### src/pkg/swlap_regs.svh
// Constants for the stopwatch lap timer: prescaler and unit divisions.
// Assumes a 40 MHz system clock; included by the core and the testbench.
`ifndef SWLAP_REGS_SVH
`define SWLAP_REGS_SVH

`define SWLAP_CLK_HZ 40000000
`define SWLAP_TICK_MS 10
`define SWLAP_TICK_CYCLES ((`SWLAP_CLK_HZ / 1000) * `SWLAP_TICK_MS)
`define SWLAP_TICKS_PER_SEC 100
`define SWLAP_SECS_PER_MIN 60
`define SWLAP_MINS_PER_HOUR 60
`define SWLAP_COUNT_W 32
`define SWLAP_RESET_VALUE 32'h0000_0000

`endif

### src/pkg/swlap_pkg.sv
// Types for the stopwatch lap timer.
// Assumes nothing beyond the constants header.
package swlap_pkg;
	typedef enum logic [1:0] {
		SWLAP_BASE_10MS,
		SWLAP_BASE_SEC,
		SWLAP_BASE_MIN,
		SWLAP_BASE_HOUR
	} swlap_base_type;
endpackage : swlap_pkg

### src/core/swlap_timer.sv
// Stopwatch with lap capture, counting in a selectable time base.
// Assumes enable, lap and clear come from logic on ref_clk (no synchronisers).
`timescale 1ns/1ps
`default_nettype none
`include "swlap_regs.svh"

module swlap_timer
	import swlap_pkg::*;
#(
	parameter int TICK_CYCLES = `SWLAP_TICK_CYCLES // Clock cycles per 10 ms tick
)
(
	input wire logic ref_clk, // 40 MHz system clock
	input wire logic reset_n, // Synchronous reset, active low
	input wire logic enable, // Run input
	input wire logic lap, // Lap capture input
	input wire logic clear, // Clears elapsed and lap time, active high
	input wire swlap_base_type time_base, // Unit of counting
	output logic [`SWLAP_COUNT_W-1:0] time_value_out // Elapsed or lap time
);

	// ----------------------------------------
	// Edge detection
	// ----------------------------------------
	logic enable_q;
	logic lap_q;
	logic enable_rise;
	logic enable_fall;
	logic lap_rise;
	logic lap_fall;

	always_ff @(posedge ref_clk) begin
		if (!reset_n) begin
			enable_q <= 1'b0;
			lap_q <= 1'b0;
		end else begin
			enable_q <= enable;
			lap_q <= lap;
		end
	end

	assign enable_rise = enable & ~enable_q;
	assign enable_fall = ~enable & enable_q;
	assign lap_rise = lap & ~lap_q;
	assign lap_fall = ~lap & lap_q;

	// ----------------------------------------
	// Prescaler and unit dividers
	// ----------------------------------------
	// The dividers restart with each run so the first unit is a full unit.
	// The prescaler is 19 bits wide, so TICK_CYCLES must stay below 524289.
	logic [18:0] presc;
	logic [6:0] hund;
	logic [5:0] secs;
	logic [5:0] mins;
	logic [18:0] next_presc;
	logic [6:0] next_hund;
	logic [5:0] next_secs;
	logic [5:0] next_mins;
	logic tick_10ms;
	logic tick_sec;
	logic tick_min;
	logic tick_hour;
	logic unit_tick;

	always_comb begin
		next_presc = presc;
		next_hund = hund;
		next_secs = secs;
		next_mins = mins;
		tick_10ms = 1'b0;
		tick_sec = 1'b0;
		tick_min = 1'b0;
		tick_hour = 1'b0;
		if (clear || enable_rise || !enable) begin
			next_presc = '0;
			next_hund = '0;
			next_secs = '0;
			next_mins = '0;
		end else if (presc == 19'(TICK_CYCLES - 1)) begin
			next_presc = '0;
			tick_10ms = 1'b1;
			if (hund == 7'(`SWLAP_TICKS_PER_SEC - 1)) begin
				next_hund = '0;
				tick_sec = 1'b1;
				if (secs == 6'(`SWLAP_SECS_PER_MIN - 1)) begin
					next_secs = '0;
					tick_min = 1'b1;
					if (mins == 6'(`SWLAP_MINS_PER_HOUR - 1)) begin
						next_mins = '0;
						tick_hour = 1'b1;
					end else begin
						next_mins = mins + 6'h01;
					end
				end else begin
					next_secs = secs + 6'h01;
				end
			end else begin
				next_hund = hund + 7'h01;
			end
		end else begin
			next_presc = presc + 19'h00001;
		end
	end

	always_ff @(posedge ref_clk) begin
		if (!reset_n) begin
			presc <= '0;
			hund <= '0;
			secs <= '0;
			mins <= '0;
		end else begin
			presc <= next_presc;
			hund <= next_hund;
			secs <= next_secs;
			mins <= next_mins;
		end
	end

	always_comb begin
		case (time_base)
			SWLAP_BASE_10MS: unit_tick = tick_10ms;
			SWLAP_BASE_SEC: unit_tick = tick_sec;
			SWLAP_BASE_MIN: unit_tick = tick_min;
			default: unit_tick = tick_hour;
		endcase
	end

	// ----------------------------------------
	// Elapsed count, lap store and output
	// ----------------------------------------
	logic [`SWLAP_COUNT_W-1:0] elapsed;
	logic [`SWLAP_COUNT_W-1:0] lap_time;
	logic show_lap;
	logic [`SWLAP_COUNT_W-1:0] next_elapsed;
	logic [`SWLAP_COUNT_W-1:0] next_lap_time;
	logic next_show_lap;
	logic [`SWLAP_COUNT_W-1:0] next_out;

	always_comb begin
		next_elapsed = elapsed;
		next_lap_time = lap_time;
		next_show_lap = show_lap;
		if (clear) begin
			next_elapsed = `SWLAP_RESET_VALUE;
			next_lap_time = `SWLAP_RESET_VALUE;
			next_show_lap = lap;
		end else begin
			if (enable_rise) begin
				next_elapsed = `SWLAP_RESET_VALUE;
			end else if (enable && unit_tick) begin
				next_elapsed = elapsed + 32'h0000_0001;
			end
			// A falling enable simply stops the increments above.
			if (lap_rise) begin
				next_lap_time = elapsed;
				next_show_lap = 1'b1;
			end else if (lap_fall) begin
				next_show_lap = 1'b0;
			end
		end
		if (enable_rise && !clear) begin
			next_out = `SWLAP_RESET_VALUE;
		end else if (next_show_lap) begin
			next_out = next_lap_time;
		end else begin
			next_out = next_elapsed;
		end
	end

	always_ff @(posedge ref_clk) begin
		if (!reset_n) begin
			elapsed <= '0;
			lap_time <= '0;
			show_lap <= 1'b0;
			time_value_out <= '0;
		end else begin
			elapsed <= next_elapsed;
			lap_time <= next_lap_time;
			show_lap <= next_show_lap;
			time_value_out <= next_out;
		end
	end

	// ----------------------------------------
	// Checks
	// ----------------------------------------
	// A separate cycle count since the last restart or tick, so the tick spacing is
	// judged against a count that the prescaler itself does not drive.
	logic [18:0] gap_cnt;
	logic [18:0] next_gap_cnt;

	always_comb begin
		next_gap_cnt = gap_cnt + 19'h00001;
		if (clear || enable_rise || !enable || tick_10ms) begin
			next_gap_cnt = '0;
		end
	end

	always_ff @(posedge ref_clk) begin
		if (!reset_n) begin
			gap_cnt <= '0;
		end else begin
			gap_cnt <= next_gap_cnt;
		end
	end

	property p_rise_clears;
		@(posedge ref_clk) disable iff (!reset_n)
		enable_rise |=> (elapsed == 32'h0) && (time_value_out == 32'h0);
	endproperty
	a_rise_clears: assert property (p_rise_clears) else $error("run start did not clear");

	property p_hold_when_off;
		@(posedge ref_clk) disable iff (!reset_n)
		(!enable && !enable_q && !clear) |=> $stable(elapsed);
	endproperty
	a_hold_when_off: assert property (p_hold_when_off) else $error("count moved while stopped");

	property p_lap_capture;
		@(posedge ref_clk) disable iff (!reset_n)
		(lap_rise && !clear && !enable_rise) |=>
			(lap_time == $past(elapsed)) && (time_value_out == lap_time);
	endproperty
	a_lap_capture: assert property (p_lap_capture) else $error("lap not captured");

	property p_lap_release;
		@(posedge ref_clk) disable iff (!reset_n)
		(lap_fall && !enable_rise) |=> time_value_out == elapsed;
	endproperty
	a_lap_release: assert property (p_lap_release) else $error("output not back to count");

	property p_clear;
		@(posedge ref_clk) disable iff (!reset_n)
		clear |=> (elapsed == 32'h0) && (lap_time == 32'h0);
	endproperty
	a_clear: assert property (p_clear) else $error("clear did not zero values");

	property p_step;
		@(posedge ref_clk) disable iff (!reset_n)
		(enable && enable_q && !clear && unit_tick) |=> elapsed == $past(elapsed) + 32'h1;
	endproperty
	a_step: assert property (p_step) else $error("count missed a unit");

	property p_no_step;
		@(posedge ref_clk) disable iff (!reset_n)
		(!unit_tick && !enable_rise && !clear) |=> $stable(elapsed);
	endproperty
	a_no_step: assert property (p_no_step) else $error("count moved between units");

	property p_show_lap;
		@(posedge ref_clk) disable iff (!reset_n)
		(lap && lap_q && !clear && !enable_rise) |=> time_value_out == lap_time;
	endproperty
	a_show_lap: assert property (p_show_lap) else $error("lap not shown");

	property p_show_count;
		@(posedge ref_clk) disable iff (!reset_n)
		(!lap && !lap_q && !enable_rise) |=> time_value_out == elapsed;
	endproperty
	a_show_count: assert property (p_show_count) else $error("count not shown");

	property p_tick_period;
		@(posedge ref_clk) disable iff (!reset_n)
		tick_10ms |-> gap_cnt == 19'(TICK_CYCLES - 1);
	endproperty
	a_tick_period: assert property (p_tick_period) else $error("tick too close");

	property p_tick_due;
		@(posedge ref_clk) disable iff (!reset_n)
		(gap_cnt == 19'(TICK_CYCLES - 1) && enable && !enable_rise && !clear) |-> tick_10ms;
	endproperty
	a_tick_due: assert property (p_tick_due) else $error("tick missing");

	property p_unit_chain;
		@(posedge ref_clk) disable iff (!reset_n)
		!((tick_sec && !tick_10ms) || (tick_min && !tick_sec) || (tick_hour && !tick_min));
	endproperty
	a_unit_chain: assert property (p_unit_chain) else $error("unit tick out of step");

	property p_fall_freeze;
		@(posedge ref_clk) disable iff (!reset_n)
		(enable_fall && !clear) |=> $stable(elapsed);
	endproperty
	a_fall_freeze: assert property (p_fall_freeze) else $error("count moved at stop");

	property p_lap_store;
		@(posedge ref_clk) disable iff (!reset_n)
		(!lap_rise && !clear) |=> $stable(lap_time);
	endproperty
	a_lap_store: assert property (p_lap_store) else $error("lap time moved");

	property p_clear_wins;
		@(posedge ref_clk) disable iff (!reset_n)
		(clear && (enable_rise || lap_rise)) |=>
			(elapsed == 32'h0) && (lap_time == 32'h0) && (time_value_out == 32'h0);
	endproperty
	a_clear_wins: assert property (p_clear_wins) else $error("edge beat clear");

endmodule : swlap_timer
`default_nettype wire

### config.mk
export PLATFORM = sky130hd
export DESIGN_NAME = swlap_timer
export DESIGN_NICKNAME = d
export VERILOG_FILES = /design/src/pkg/swlap_pkg.sv /design/src/core/swlap_timer.sv
export VERILOG_INCLUDE_DIRS = /design/src /design/src/pkg
export SDC_FILE = /design/constraint.sdc
export NUM_CORES = 1
export LEC_CHECK = 0
export ABC_AREA = 1
export BUFFER_PORTS_ARGS = -buffer_cell sky130_fd_sc_hd__buf_2
export CORE_MARGIN = 2
export CORE_UTILIZATION = 39
export CTS_CLUSTER_DIAMETER = 60
export CTS_CLUSTER_SIZE = 10
export DETAILED_ROUTE_END_ITERATION = 7
export PLACE_DENSITY = 0.66
export SETUP_SLACK_MARGIN = 0.02
export SYNTH_ARGS = -nofsm -noshare
export SYNTH_HDL_FRONTEND = slang
export SYNTH_SLANG_ARGS = --single-unit
### constraint.sdc
create_clock -name ref_clk -period 2.07 [get_ports ref_clk]
set_input_delay 0.207 -clock ref_clk [delete_from_list [all_inputs] [get_ports ref_clk]]
set_output_delay 0.207 -clock ref_clk [all_outputs]
set_load 0.02 [all_outputs]
### Word level (Yosys, flattened, before mapping)

Index checks and enable logic that the tools add are counted.
Widths: inputs -> output; s select.

| cells by class | value |
|---|---|
| add/subtract/negate cells | 5 |
| eq/ne operators | 6 |
| multiplexer cells | 27 |
| bitwise logic cells | 7 |
| reduce and logical (&&, ||, !) cells | 12 |

Operator list:

| kind | number |
|---|---|
| $mux 32 | 6 |
| $add 32x1->32 const B | 1 |
| $add 19x1->19 const B | 1 |
| $eq 19x19->1 const B | 1 |
| $mux 1 | 17 |
| $add 6x1->6 const B | 2 |
| $eq 6x6->1 const B | 2 |
| $mux 6 | 2 |
| $add 7x1->7 const B | 1 |
| $eq 7x7->1 const B | 1 |
| $mux 7 | 1 |
| $not 1->1 | 4 |
| $reduce_or 2->1 | 2 |
| $and 1x1->1 | 3 |
| $pmux 1 s3 | 1 |
| $reduce_and 3->1 | 1 |
| $reduce_or 3->1 | 1 |
| $eq 2x1->1 const B | 1 |
| $eq 2x2->1 const B | 1 |
| $logic_and 1x1->1 | 2 |
| $logic_not 1->1 | 2 |
| $logic_not 2->1 | 1 |
| $logic_or 1x1->1 | 2 |
| $reduce_and 2->1 | 1 |

| storage, ports and cells | value |
|---|---|
| register bits after elaboration | 137 |
| input port bits | 7 |
| output and inout port bits | 32 |
| logic and storage cells | 67 |

### Depth between registers and ports, before layout

| logic depth | value |
|---|---|
| depth after elaboration | 12 |
| depth in mapped cells | 15 |
| mapped depth without buffers | 14 |

### Worst setup path before layout

OpenSTA, ideal clock, no wires.

| timing | value |
|---|---|
| kind | reg2reg |
| start point | register hund[0] |
| end point | register time_value_out[31] |
| arrival time | 1.766 ns |
| path slack | 0.173 ns |
| cell stages (with the launch flop) | 14 |
| buffers on the path | 1 |
| clock period less this slack | 1.897 ns |
| cell sequence | dfxtp_1 ha_1 nand2_1 clkinv_1 nand3_2 nor2_2 nand4_1 nand2_2 nand2_4 nor2_8 buf_12 nand4_1 nand3_1 a21oi_1 |

| on the way | value |
|---|---|
| cells in the longest elaborated chain, start to end | 10 |

Ends and longest elaborated chain:

| item | line | text |
|---|---|---|
| start, declared | swlap_timer.sv:53 | `logic [6:0] hund;` |
| start signal, assigned | swlap_timer.sv:114 | `hund <= next_hund;` |
| $eq 7x7->1 (*) | swlap_timer.sv:83 | `` if (hund == 7'(`SWLAP_TICKS_PER_SEC - 1)) begin `` |
| $mux 1 | swlap_timer.sv:83 |  |
| $mux 1 | swlap_timer.sv:80 | `end else if (presc == 19'(TICK_CYCLES - 1)) begin` |
| $mux 1 | swlap_timer.sv:75 | `if (clear \|\| enable_rise \|\| !enable) begin` |
| $pmux 1 s3 (*) | swlap_timer.sv:121 | `case (time_base)` |
| $logic_and 1x1->1 (*) | swlap_timer.sv:151 | `end else if (enable && unit_tick) begin` |
| $mux 32 (*) | swlap_timer.sv:151 |  |
| $mux 32 (*) | swlap_timer.sv:149 | `if (enable_rise) begin` |
| $mux 32 (*) | swlap_timer.sv:144 | `if (clear) begin` |
| $mux 32 (*) | swlap_timer.sv:164 | `end else if (next_show_lap) begin` |
| end signal, assigned | swlap_timer.sv:181 | `time_value_out <= next_out;` |
| end, declared | swlap_timer.sv:19 | `` output logic [`SWLAP_COUNT_W-1:0] time_value_out `` |

Every way passes the cells marked *; elsewhere a longest branch is shown, timed or not.
A chain may end at the register's enable or synchronous reset.

### Worst setup path after layout

| timing | value |
|---|---|
| start point | register hund[1] |
| end point | register time_value_out[8] |

Same word-level chain as after synthesis.

==> flow_summary.json <==
{
  "cp_cell_sequence": "ha_4, nand2_1, clkinv_1, nand3_4, nor2_4, buf_4, nand2_1, nand3_4, nand3_4, nor2_4, nand2_1, nand2_1, nand3_2, a21oi_2",
  "run_status": "finished with violations",
  "ioPinCount": 39,
  "hold_viol": 0,
  "wl_per_cell_um": 13.3,
  "io_buffers": 38,
  "layout-drive-gt1-share_pct": 21.7,
  "grt_usage_pct": 18.9,
  "die_h_um": 135,
  "grt_overflow": 0,
  "synth_warnings": 0,
  "syn_inst": 947,
  "min_period_ns": 2.10,
  "min_to": "enable_q",
  "fin_crit_sh_pct": 101,
  "dieArea_um2": 18300,
  "synth_top_area_cell": "dfxtp_1",
  "worst_slack_ns": -0.0261,
  "viasPerCell": 5.05,
  "violations": "negative setup slack",
  "dp_hpwl_um": 11000,
  "synth_nets": 959,
  "core-area_um2": 16700,
  "dieWidth_um": 135,
  "final_common_cell": "nor2_1",
  "r2r_start": "hund[1]",
  "switching_share_pct": 23.2,
  "slew-limit-headroom_pct": 50.2,
  "p_leak_nw": 3.41,
  "slowest_delay_ns": 0.36,
  "drt_iter0_markers": 440,
  "reg2reg_setup_slack_ns": -0.03,
  "yosysSeqAreaShare_pct": 40.9,
  "insertion_delay_ns": 0.43,
  "p_clk_share_pct": 49.7,
  "synth_top_cell_area_share_pct": 40.9,
  "cts_tree": "built",
  "nNetsFinal": 1037,
  "cp.arrival_ns": 2.46,
  "dr.pass1.iters": 5,
  "start_kind": "register",
  "n_antenna_cell": 0,
  "row_count": 47,
  "clk_pin_slew_worst_paths_ns": 0.06,
  "rsz0062_at_grt": "true",
  "vdd_drop_max_mv": 0.608,
  "power_frac_seq_pct": 42.5,
  "globalplace.congestion": 0.957,
  "antenna_found_initial": 0,
  "ant_nets": 0,
  "hold_class": "in -> reg",
  "r2r_cells": 14,
  "dp.cells": 1213,
  "clkSinkCount": 137,
  "ys_ff_latch": 137,
  "mostFrequentLayoutCells": "152 x nor2_1, 142 x nand2_1, 127 x dfxtp_1",
  "vias": 6347,
  "cts_buffer_depth": 2,
  "combPwrFrac_pct": 7.8,
  "whs_path_depth": 3,
  "required_ns": 2.43,
  "grt_pass1_wl_um": 27900,
  "finalClockSkew_ns": 0.00750,
  "power_per_cell_area_nw_per_um2": 766,
  "path_common_cell": "nand2_1",
  "end_kind": "register",
  "r2r-end": "time_value_out[8]",
  "clock.fmax_mhz": 477,
  "synth-edff-count": 0,
  "switching_power_mw": 1.49,
  "tns_ns": -0.0296,
  "min-delay-start": "enable",
  "h-tree-depth": 4,
  "synth_area_um2": 6710,
  "synthArstFlopShare_pct": 0,
  "cts_buffers": 17,
  "ctsRootBufferMaster": "clkbuf_16",
  "max_slew.worst_pin.slew_ns": 0.747,
  "slew_violations": 0,
  "intPower_mw": 4.92,
  "crit_type": "reg -> reg",
  "synth_area_per_cell_um2": 7.08,
  "routed_wl_um": 16700,
  "first_global_vias": 5872,
  "setup_violations": 2,
  "crit_slowest_cell": "dfxtp_2",
  "synth.area.top_cells": "dfxtp_1 41%, nor2_1 9.1%, nand2_1 8.1%, inv_1 5.4%, nand3_1 4.8%",
  "ys.flop_type": "dfxtp_1",
  "grt_max_degree": 66,
  "cap_violations": 0,
  "ys_types": 44,
  "cp_max_fo": 5,
  "layoutNonFillerInstCount": 1258,
  "start_util_pct": 40.2,
  "drc": 0,
  "area_growth_pct": 24.8
}
-- area by class of cell --
type	instances	area, um2
multi-input cells	674	3710
repair buffers	91	627
clock buffers	24	472
fillers	1673	8330
flip-flops and latches	137	2760
inverters	104	390
clock inverters	8	143
well taps	220	275
-- worst max-delay path: cells and delay by family (launching register included) --
family	cells	cell delay, ns
compound gates	1	0.16
flops	1	0.36
fa+ha+maj	1	0.14
simple gates	10	1.17
buf+inv	2	0.19
-- cells by family (layout without fill, tap and decap cells) --
| family | Yosys count | after routing | share of synthesized area, % |
|---|---|---|---|
| adder cells (fa/ha/maj) | 5 | 5 | 0.932 |
| buffers and inverters | 140 | 227 | 8.39 |
| XOR/XNOR | 15 | 15 | 1.96 |
| flip-flops | 137 | 137 | 40.9 |
| AO/OA/AOI/OAI | 111 | 111 | 9.06 |
| AND/OR/NAND/NOR | 539 | 543 | 38.8 |
-- Yosys cell counts (all sizes together) (2+ instances only) --
master,number
o21a,2
nor2,174
buf,6
nor3,62
o21ai,49
nor3b,8
xnor2,6
nand3b,5
or2,3
inv,103
a21oi,52
nand3,74
xor2,9
nand2,158
ha,5
and3,2
nor4,35
dfxtp,137
clkbuf,30
o21bai,4
nand4,18
-- worst max path at each step --
stage,startpoint,endpoint,slack [ns],cells past startpoint
2_1_floorplan,hund[0],time_value_out[31],0.17,13
4_1_cts,presc[0],time_value_out[8],0.03,13
5_1_grt,hund[1],time_value_out[16],-0.16,13
3_3_place_gp,presc[0],time_value_out[0],0.008,12
3_5_place_dp,hund[1],time_value_out[0],-0.04,12
6_report,hund[1],time_value_out[8],-0.03,14
-- power groups by stage --
stage	logic (mW)	clock network (mW)	registers, mW
2_1_floorplan	0.278	0	2.83
3_3_place_gp	0.472	0	2.78
3_5_place_dp	0.474	0	2.78
4_1_cts	0.495	3.22	2.73
5_1_grt	0.557	3.33	2.73
6_report	0.503	3.18	2.73
-- flip-flops by register name, summed over array words and instances (netlist names) --
signal and cells:
hund 7, time_value_out 32, secs 6, lap_time 32
lap_q 1, elapsed 32, enable_q 1, mins 6
presc 19, show_lap 1
-- stage by stage --
stage / total power [mW] / utilization [%] / cell area (um2) / hold slack (ns) / setup slack (ns)
floorplan: 3.11 / - / 6710 / 0.300 / 0.173
global placement: 3.26 / 44.1 / 7360 / 0.412 / 0.00781
detailed placement: 3.26 / 44.1 / 7360 / 0.416 / -0.0426
CTS: 6.45 / 48.6 / 8110 / 0.0261 / 0.0338
global route: 6.62 / 50.1 / 8370 / 0.0590 / -0.161
finish: 6.41 / 50.1 / 8370 / 0.0370 / -0.0261
-- timing repair --
| item | CTS | global route |
|---|---|---|
| setup endpoints to repair | 23 | 69 |
| gates resized for setup | 12 | 62 |
| cloned | 3 | 1 |
| hold endpoints to repair | 1 | 0 |
| pin swaps | 8 | 26 |
| setup buffers | 4 | 4 |
| hold buffers | 1 | 0 |
-- metal layers --
layer  global-route usage, %  up-vias  routed length [um]
met2                    28.7      131                7370
met4                    7.12        0                 291
li1                        -     3295                   -
met1                    26.1     2897                8280
met5                       0        -                   0
met3                    4.41       24                 750
No activity file was read; power rests on OpenSTA's default activity.
